`src/include/lowpower_wake_regs.vh`:
```
/*
  register map, field positions, reset values and timing counts of the
  low-power wake configuration block. assumes a 100 MHz system clock.
*/
`ifndef LOWPOWER_WAKE_REGS_VH
`define LOWPOWER_WAKE_REGS_VH

// ==========================================================
// frame layout
`define FRAME_BITS 32
`define FRAME_CNT_W 6
`define FRAME_ADDR_HI 31
`define FRAME_ADDR_LO 25
`define FRAME_RW_BIT 24
`define DATA_W 24

// ==========================================================
// register addresses
`define ADDR_LOWPOWER_TIMING_CONFIG 7'h0f
`define ADDR_PROG_INPUT_WAKE_ENABLE 7'h10

// ==========================================================
// fields
`define FAULT_BIT 23
`define IRQ_PENDING_BIT 22
`define INT_CODE_HI 7
`define INT_CODE_LO 4
`define POLL_CODE_HI 3
`define POLL_CODE_LO 0
`define WAKE_BITS_HI 11
`define WAKE_BITS_LO 0

// ==========================================================
// reset values
`define LOWPOWER_TIMING_RESET 8'h0f
`define PROG_WAKE_RESET 12'h0fff

// ==========================================================
// timing
`define SYS_CLK_NS 10
`define MS_NS 1000000
`define CYC_PER_MS (`MS_NS / `SYS_CLK_NS)
`define ACT_POLL_NS 50000
`define ACT_POLL_CYC (`ACT_POLL_NS / `SYS_CLK_NS)

`endif

```
`src/rtl/lowpower_wake_config.v`:
```
/*
  low-power mode control: serial register access to the timing config and
  wake-enable words, periodic wake timer, polling timer and switch wake.
  assumes serial pins and switch levels are asynchronous to sys_clk_i and
  that the serial clock is at most a tenth of the system clock.
*/
`timescale 1ns/1ps
`default_nettype none
`include "lowpower_wake_regs.vh"

module lowpower_wake_config #(
  parameter CYC_PER_MS = `CYC_PER_MS,
  parameter ACT_POLL_SG_CYC = `ACT_POLL_CYC,
  parameter ACT_POLL_SB_CYC = `ACT_POLL_CYC,
  parameter NUM_PROG = 12
) (
  // clock, reset, enable
  input wire sys_clk_i,
  input wire sys_rst_i,
  input wire ce_i,
  // serial link pins
  input wire sclk_i,
  input wire cs_n_i,
  input wire mosi_i,
  output reg miso_o,
  output reg miso_oe_n_o,
  // device state
  input wire lpm_request_i,
  input wire fault_i,
  input wire ground_wake_all_off_i,
  input wire ground_wake_event_i,
  input wire [NUM_PROG-1:0] switch_state_i,
  // outputs
  output reg low_power_mode_o,
  output wire irq_n_o,
  output reg ground_poll_on_o,
  output reg battery_poll_on_o,
  output wire [3:0] poll_code_o,
  output wire [NUM_PROG-1:0] prog_input_wake_bits_o
);

  // ==========================================================
  // code tables
  function [9:0] int_ms;
    input [3:0] code;
    begin
      case (code)
        4'h1: int_ms = 10'd6;
        4'h2: int_ms = 10'd12;
        4'h3: int_ms = 10'd24;
        4'h4: int_ms = 10'd48;
        4'h5: int_ms = 10'd96;
        4'h6: int_ms = 10'd192;
        4'h7: int_ms = 10'd394;
        4'h8: int_ms = 10'd4;
        4'h9: int_ms = 10'd8;
        4'ha: int_ms = 10'd16;
        4'hb: int_ms = 10'd32;
        4'hc: int_ms = 10'd64;
        4'hd: int_ms = 10'd128;
        4'he: int_ms = 10'd256;
        4'hf: int_ms = 10'd512;
        default: int_ms = 10'd0;
      endcase
    end
  endfunction

  function [9:0] poll_ms;
    input [3:0] code;
    begin
      case (code)
        4'h0: poll_ms = 10'd3;
        4'h1: poll_ms = 10'd6;
        4'h2: poll_ms = 10'd12;
        4'h3: poll_ms = 10'd24;
        4'h4: poll_ms = 10'd48;
        4'h5: poll_ms = 10'd68;
        4'h6: poll_ms = 10'd76;
        4'h7: poll_ms = 10'd128;
        4'h8: poll_ms = 10'd32;
        4'h9: poll_ms = 10'd36;
        4'ha: poll_ms = 10'd40;
        4'hb: poll_ms = 10'd44;
        4'hc: poll_ms = 10'd52;
        4'hd: poll_ms = 10'd56;
        4'he: poll_ms = 10'd60;
        default: poll_ms = 10'd64;
      endcase
    end
  endfunction

  // ==========================================================
  // pin synchronisers
  reg [2:0] sclk_sync_reg;
  reg [1:0] cs_sync_reg;
  reg cs_last_reg;
  reg [1:0] mosi_sync_reg;
  reg [NUM_PROG-1:0] sw_meta_reg;
  reg [NUM_PROG-1:0] sw_sync_reg;
  wire sclk_rise;
  wire sclk_fall;
  wire cs_fall;
  wire cs_rise;

  always @(posedge sys_clk_i) begin
    if (sys_rst_i) begin
      sclk_sync_reg <= 3'b000;
      cs_sync_reg <= 2'b11;
      cs_last_reg <= 1'b1;
      mosi_sync_reg <= 2'b00;
      sw_meta_reg <= {NUM_PROG{1'b0}};
      sw_sync_reg <= {NUM_PROG{1'b0}};
    end else if (ce_i) begin
      sclk_sync_reg <= {sclk_sync_reg[1:0], sclk_i};
      cs_sync_reg <= {cs_sync_reg[0], cs_n_i};
      cs_last_reg <= cs_sync_reg[1];
      mosi_sync_reg <= {mosi_sync_reg[0], mosi_i};
      sw_meta_reg <= switch_state_i;
      sw_sync_reg <= sw_meta_reg;
    end
  end

  assign sclk_rise = sclk_sync_reg[1] & ~sclk_sync_reg[2] & ~cs_sync_reg[1];
  assign sclk_fall = ~sclk_sync_reg[1] & sclk_sync_reg[2] & ~cs_sync_reg[1];
  assign cs_fall = ~cs_sync_reg[1] & cs_last_reg;
  assign cs_rise = cs_sync_reg[1] & ~cs_last_reg;

  // ==========================================================
  // registers and flags
  reg [7:0] timing_cfg_reg;
  reg [NUM_PROG-1:0] wake_bits_reg;
  reg irq_pending_reg;
  reg [6:0] resp_addr_reg;
  reg resp_rw_reg;
  reg [`FRAME_BITS-1:0] rx_shift_reg;
  reg [`FRAME_BITS-1:0] tx_shift_reg;
  reg [`FRAME_CNT_W-1:0] bit_cnt_reg;
  reg [NUM_PROG-1:0] sw_ref_reg;
  reg [15:0] sg_poll_cnt_reg;
  reg [15:0] sb_poll_cnt_reg;
  reg [`DATA_W-1:0] resp_data;
  reg [`DATA_W-1:0] reg_data;
  wire frame_done;
  wire [6:0] rx_addr;
  wire timer_wake;
  wire poll_event;
  wire switch_wake;
  wire any_wake_enabled;

  assign rx_addr = rx_shift_reg[`FRAME_ADDR_HI:`FRAME_ADDR_LO];
  assign frame_done = cs_rise && (bit_cnt_reg == `FRAME_BITS);
  assign poll_code_o = timing_cfg_reg[`POLL_CODE_HI:`POLL_CODE_LO];
  assign prog_input_wake_bits_o = wake_bits_reg;
  assign irq_n_o = ~irq_pending_reg;

  // read data, unused bits zero, flags live
  always @* begin
    reg_data = {`DATA_W{1'b0}};
    case (resp_addr_reg)
      `ADDR_LOWPOWER_TIMING_CONFIG: reg_data[7:0] = timing_cfg_reg;
      `ADDR_PROG_INPUT_WAKE_ENABLE: reg_data[NUM_PROG-1:0] = wake_bits_reg;
      default: reg_data = {`DATA_W{1'b0}};
    endcase
    resp_data = reg_data;
    resp_data[`FAULT_BIT] = fault_i;
    resp_data[`IRQ_PENDING_BIT] = irq_pending_reg;
  end

  // ==========================================================
  // serial shifter and register writes
  always @(posedge sys_clk_i) begin
    if (sys_rst_i) begin
      rx_shift_reg <= {`FRAME_BITS{1'b0}};
      tx_shift_reg <= {`FRAME_BITS{1'b0}};
      bit_cnt_reg <= {`FRAME_CNT_W{1'b0}};
      resp_addr_reg <= 7'h00;
      resp_rw_reg <= 1'b0;
      miso_o <= 1'b0;
      miso_oe_n_o <= 1'b1;
      timing_cfg_reg <= `LOWPOWER_TIMING_RESET;
      wake_bits_reg <= `PROG_WAKE_RESET;
    end else if (ce_i) begin
      if (cs_fall) begin
        tx_shift_reg <= {resp_addr_reg, resp_rw_reg, resp_data};
        miso_o <= resp_addr_reg[6];
        miso_oe_n_o <= 1'b0;
        bit_cnt_reg <= {`FRAME_CNT_W{1'b0}};
      end else if (cs_rise) begin
        miso_oe_n_o <= 1'b1;
      end
      if (sclk_rise) begin
        rx_shift_reg <= {rx_shift_reg[`FRAME_BITS-2:0], mosi_sync_reg[1]};
        if (bit_cnt_reg != 6'd63) begin
          bit_cnt_reg <= bit_cnt_reg + 6'd1;
        end
      end
      if (sclk_fall) begin
        tx_shift_reg <= {tx_shift_reg[`FRAME_BITS-2:0], 1'b0};
        miso_o <= tx_shift_reg[`FRAME_BITS-2];
      end
      // short or long frames are dropped whole
      if (frame_done) begin
        resp_addr_reg <= rx_addr;
        resp_rw_reg <= rx_shift_reg[`FRAME_RW_BIT];
        if (rx_shift_reg[`FRAME_RW_BIT] && !low_power_mode_o) begin
          if (rx_addr == `ADDR_LOWPOWER_TIMING_CONFIG) begin
            timing_cfg_reg <= rx_shift_reg[7:0];
          end
          if (rx_addr == `ADDR_PROG_INPUT_WAKE_ENABLE) begin
            wake_bits_reg <= rx_shift_reg[NUM_PROG-1:0];
          end
        end
      end
    end
  end

  // ==========================================================
  // low-power mode and interrupt flag
  assign switch_wake = |((sw_sync_reg ^ sw_ref_reg) & wake_bits_reg);
  assign any_wake_enabled = (|wake_bits_reg) | ~ground_wake_all_off_i;

  always @(posedge sys_clk_i) begin
    if (sys_rst_i) begin
      low_power_mode_o <= 1'b0;
      irq_pending_reg <= 1'b0;
      sw_ref_reg <= {NUM_PROG{1'b0}};
    end else if (ce_i) begin
      if (!low_power_mode_o) begin
        sw_ref_reg <= sw_sync_reg;
        if (lpm_request_i) begin
          low_power_mode_o <= 1'b1;
        end
      end else if (timer_wake || switch_wake || ground_wake_event_i) begin
        low_power_mode_o <= 1'b0;
      end
      // a new event in the frame_done cycle keeps the flag set
      if (low_power_mode_o && (timer_wake || switch_wake || ground_wake_event_i)) begin
        irq_pending_reg <= 1'b1;
      end else if (frame_done) begin
        irq_pending_reg <= 1'b0;
      end
    end
  end

  // ==========================================================
  // timers
  lp_interval_timer #(
    .CYC_PER_MS(CYC_PER_MS),
    .PRE_W(32),
    .MS_W(10)
  ) irq_timer (
    .sys_clk_i(sys_clk_i),
    .sys_rst_i(sys_rst_i),
    .ce_i(ce_i),
    .run_i(low_power_mode_o && (timing_cfg_reg[`INT_CODE_HI:`INT_CODE_LO] != 4'h0)),
    .period_ms_i(int_ms(timing_cfg_reg[`INT_CODE_HI:`INT_CODE_LO])),
    .expire_o(timer_wake)
  );

  lp_interval_timer #(
    .CYC_PER_MS(CYC_PER_MS),
    .PRE_W(32),
    .MS_W(10)
  ) poll_timer (
    .sys_clk_i(sys_clk_i),
    .sys_rst_i(sys_rst_i),
    .ce_i(ce_i),
    .run_i(low_power_mode_o && any_wake_enabled),
    .period_ms_i(poll_ms(poll_code_o)),
    .expire_o(poll_event)
  );

  // ==========================================================
  // active polling windows
  always @(posedge sys_clk_i) begin
    if (sys_rst_i) begin
      sg_poll_cnt_reg <= 16'h0000;
      sb_poll_cnt_reg <= 16'h0000;
      ground_poll_on_o <= 1'b0;
      battery_poll_on_o <= 1'b0;
    end else if (ce_i) begin
      if (poll_event) begin
        sg_poll_cnt_reg <= ACT_POLL_SG_CYC[15:0];
        sb_poll_cnt_reg <= ACT_POLL_SB_CYC[15:0];
        ground_poll_on_o <= 1'b1;
        battery_poll_on_o <= 1'b1;
      end else begin
        if (sg_poll_cnt_reg > 16'h0001) begin
          sg_poll_cnt_reg <= sg_poll_cnt_reg - 16'h0001;
        end else begin
          sg_poll_cnt_reg <= 16'h0000;
          ground_poll_on_o <= 1'b0;
        end
        if (sb_poll_cnt_reg > 16'h0001) begin
          sb_poll_cnt_reg <= sb_poll_cnt_reg - 16'h0001;
        end else begin
          sb_poll_cnt_reg <= 16'h0000;
          battery_poll_on_o <= 1'b0;
        end
      end
    end
  end

endmodule

`default_nettype wire

```
`src/rtl/lp_interval_timer.v`:
```
/*
  millisecond interval timer: prescales the system clock to 1 ms ticks and
  pulses when the programmed number of milliseconds has elapsed.
  assumes the caller holds run_i low whenever the timer must stand still.
*/
`timescale 1ns/1ps
`default_nettype none

module lp_interval_timer #(
  parameter CYC_PER_MS = 100000,
  parameter PRE_W = 17,
  parameter MS_W = 10
) (
  // clock and reset
  input wire sys_clk_i,
  input wire sys_rst_i,
  input wire ce_i,
  // control
  input wire run_i,
  input wire [MS_W-1:0] period_ms_i,
  // event
  output reg expire_o
);

  reg [PRE_W-1:0] pre_reg;
  reg [MS_W-1:0] ms_reg;
  wire ms_tick;

  assign ms_tick = (pre_reg == CYC_PER_MS[PRE_W-1:0] - {{(PRE_W-1){1'b0}}, 1'b1});

  // ==========================================================
  // counting
  always @(posedge sys_clk_i) begin
    if (sys_rst_i) begin
      pre_reg <= {PRE_W{1'b0}};
      ms_reg <= {MS_W{1'b0}};
      expire_o <= 1'b0;
    end else if (ce_i) begin
      expire_o <= 1'b0;
      if (!run_i) begin
        // restart from zero so each run gives a full period
        pre_reg <= {PRE_W{1'b0}};
        ms_reg <= {MS_W{1'b0}};
      end else if (ms_tick) begin
        pre_reg <= {PRE_W{1'b0}};
        if (ms_reg + {{(MS_W-1){1'b0}}, 1'b1} >= period_ms_i) begin
          ms_reg <= {MS_W{1'b0}};
          expire_o <= 1'b1;
        end else begin
          ms_reg <= ms_reg + {{(MS_W-1){1'b0}}, 1'b1};
        end
      end else begin
        pre_reg <= pre_reg + {{(PRE_W-1){1'b0}}, 1'b1};
      end
    end
  end

endmodule

`default_nettype wire

```
`config.mk`:
```
export PLATFORM = sky130hd
export DESIGN_NAME = lowpower_wake_config
export DESIGN_NICKNAME = d
export VERILOG_FILES = /design/src/rtl/lowpower_wake_config.v /design/src/rtl/lp_interval_timer.v
export VERILOG_INCLUDE_DIRS = /design/src /design/src/include
export SDC_FILE = /design/constraint.sdc
export NUM_CORES = 1
export LEC_CHECK = 0
export BUFFER_PORTS_ARGS = -buffer_cell sky130_fd_sc_hd__buf_4
export CAP_MARGIN = 20
export CORE_MARGIN = 3
export CORE_UTILIZATION = 35
export DETAILED_ROUTE_END_ITERATION = 8
export SKIP_CTS_REPAIR_TIMING = 1
export SYNTH_ARGS = -nofsm -noshare
export SYNTH_HDL_FRONTEND = slang
export SYNTH_SLANG_ARGS = --single-unit
```
`constraint.sdc`:
```
create_clock -name sys_clk_i -period 2.74 [get_ports sys_clk_i]
set_input_delay 0.137 -clock sys_clk_i [delete_from_list [all_inputs] [get_ports sys_clk_i]]
set_output_delay 0.137 -clock sys_clk_i [all_outputs]
set_load 0.02 [all_outputs]
```
==> summary.txt <==
STA
  • Setup Viol. Count Final: 0
  • Worst Tran Pin Value: 805 ps
  • Min Tclk post-route: 2590 ps
  • Max-slew headroom: 46.1%
  • Worst clock skew: 21.0 ps
  • Final Hold Viols: 0
  • Fmax: 385 MHz
  • RSZ-0062 raised after global routing: false
  • Slew Limit Fails: 0
  • Final Cycle Share: 94.7%
  • Setup TNS: 0 ps

Power
  • Final Power: 11100 uW
  • Lkg Pwr: 0.00566 uW
  • Pwr/cell area: 706 mW/mm2
  • Worst VDD drop: 0.523 mV

Final layout
  • Diodes inserted: 0
  • Layout cells sized above 1: 10.9%
  • Final core utilization: 42.6%
  • Nets@finish: 1724
  • Area Growth Syn to Fin: 18.8%

Clock tree
  • Clock transition at the registers of the reported paths: 60 ps
  • Worst-Skew Late Latency: 530 ps
  • Clock buffer depth: 3
  • CTS Buf Count: 34
  • H-tree depth: 2
  • CTS tree: built
  • Number of clock sinks: 282
  • Root Buffer: clkbuf_16

Global routing
  • Total global routing overflow: 0
  • Vias in the first global route: 11.1k
  • Initial antenna violation count: 0
  • Pin count of the biggest net entering global routing: 72
  • First-pass GRT wire length: 55900 um
  • Gr usage total: 16.2%

Placed design
  • Placer congestion estimate: 0.824
  • Post-detail-place hpwl: 22600 um
  • Input/output buffers: 43

Floorplanning
  • Full die area: 0.0402 mm2
  • Core area: 0.0370 mm2
  • I/O Pins: 44
  • Starting density of the core: 35.8%
  • Row Count: 70
  • Die span in x: 201 um
  • Die Height: 201 um

Synthesis
  • Net Count, Synth: 1664
  • FFs w/ async S/R, synth: 0%
  • Sequential share of the synthesized area: 42.6%
  • Synth area leaders: dfxtp_1, nand2_1, nor2_1, a21oi_1, ha_1
  • Ys Warns: 0
  • Netlist cell types: 77
  • Post-synth EDFFs: 0
  • Synth cell count leaders: dfxtp_1, nand2_1, nor2_1
  • Largest area contributor in the netlist: dfxtp_1
  • Most frequent cell after synthesis: dfxtp_1
  • Synth Flop Type: dfxtp_1
  • Mapped cell area: 0.0132 mm2
  • Synthesized flop and latch total: 282
  • Cells after Synth: 1605
  • Top cell type's share of synthesized area: 42.6%
  • Post-synthesis area per instance: 8.25 um2

Flow run
  • Number of max-cap violations: 0

Detailed routing
  • Routed vias: 11.5k
  • Wire per inst: 15.1 um
  • Post-DR vias/cell: 5.26
  • Initial DRT Pass Iterations: 6
  • Initial DRC Count: 746
  • Antenna violation net count after detailed routing: 0
  • DRT Wirelength: 33100 um
  • Drt drc: 0

Hold path
  • Worst min path class: input pin to flip-flop

Worst setup path
  • Worst Path Required: 3180 ps
  • Worst-path maximum fanout: 4
  • Arr. time, crit path: 3040 ps
  • Critical path class: flip-flop to flip-flop
  • CP Launch Type: flip-flop
  • CP endpoint kind: flip-flop

Run status
  • Status: finished, final reports clean
## metrics by stage
stage / instances / hold slack (ps) / area (um2) / setup slack, ps
finish: 2194 / 45.9 / 15700 / 146
global route: 2194 / 37.5 / 15700 / 13.8
CTS: 2177 / -195 / 15500 / 6.51
detailed placement: 2116 / 374 / 14300 / 44.3
global placement: 2116 / 371 / 14300 / 91.0
floorplan: 1605 / 265 / 13200 / 58.1
## power breakdown
group          switching (uW)  total [uW]  leakage [uW]  internal (uW)
registers                 202        4510       0.00228           4310
clock network            1800        4840      0.000599           3040
logic                    1020        1760       0.00278            737
total                    3030       11100       0.00566           8080
## layout make-up
| class | count | area, um2 |
|---|---|---|
| Tap cell | 504 | 631 |
| Inverter | 76 | 285 |
| Sequential cell | 282 | 5650 |
| Timing Repair Buffer | 107 | 885 |
| Multi-Input combinational cell | 1164 | 7070 |
| Clock buffer | 45 | 953 |
| Fill cell | 3726 | 21200 |
| Clock inverter | 16 | 263 |
## cell usage in the layout (no fill, tap or decap), types with 6 or more instances in the layout
| cell | netlist | routed |
|---|---|---|
| nand2_1 | 216 | 215 |
| nor3_1 | 34 | 34 |
| nand2b_1 | 10 | 10 |
| inv_1 | 74 | 74 |
| xnor2_1 | 40 | 40 |
| nand4_1 | 40 | 40 |
| or3_1 | 7 | 7 |
| clkinv_2 | 0 | 6 |
| and3_1 | 16 | 15 |
| ha_1 | 37 | 35 |
| a41oi_1 | 7 | 7 |
| mux2i_1 | 42 | 42 |
| nor2_1 | 180 | 179 |
| and4_1 | 8 | 8 |
| a22oi_1 | 7 | 7 |
| o211ai_1 | 19 | 19 |
| o22ai_1 | 12 | 12 |
| dlygate4sd3_1 | 0 | 16 |
| a31oi_1 | 21 | 21 |
| buf_4 | 4 | 87 |
| and2_1 | 6 | 6 |
| nor4b_1 | 6 | 6 |
| clkbuf_1 | 67 | 6 |
| bufinv_16 | 0 | 6 |
| nor4_1 | 28 | 26 |
| clkbuf_16 | 0 | 35 |
| nand3_1 | 83 | 81 |
| nor2b_1 | 11 | 11 |
| a21oi_1 | 109 | 108 |
| o21ai_0 | 37 | 37 |
| dfxtp_1 | 282 | 279 |
| a211oi_1 | 21 | 21 |
| a221oi_1 | 7 | 7 |
| xor2_1 | 49 | 49 |
| a21o_1 | 10 | 10 |
| or2_2 | 7 | 7 |
## cell families (layout without fill, tap and decap cells)
logic type | Yosys count | count (layout) | share of synthesized area (%)
simple gates | 687 | 687 | 25.0
compound gates | 308 | 308 | 15.1
flops | 282 | 282 | 42.6
buf+inv | 159 | 244 | 4.71
xor+xnor | 89 | 89 | 5.88
mux | 43 | 43 | 3.26
fa+ha+maj | 37 | 37 | 3.49
## metal layers
metal / GRT usage [%] / wire (um)
met1: 22.2 / 15800
met2: 26.3 / 14900
met3: 2.61 / 1670
met4: 5.45 / 810
met5: 0 / 0
## path summary, 6_finish.rpt
kind	startpoint	end	slack, ps	cells after the start
min reg2reg	rx_shift_reg[12]	rx_shift_reg[13]	450	2
max reg2reg	irq_timer.ms_reg[0]	irq_timer.ms_reg[0]	150	11
min	sys_rst_i	sw_sync_reg[0]	50	2
max	irq_timer.ms_reg[0]	irq_timer.ms_reg[0]	150	11
## worst max-delay path, stage by stage (launching register included)
cell      delay, ps
dfxtp_2         370
ha_4            150
nand3_2         120
nor2_1          130
nor2_1           50
or2_2           310
ha_1            190
a2111o_1        420
o21bai_1        160
o211ai_1        110
or3b_1          380
a21oi_2         130
(Power assumes the default switching activity.)
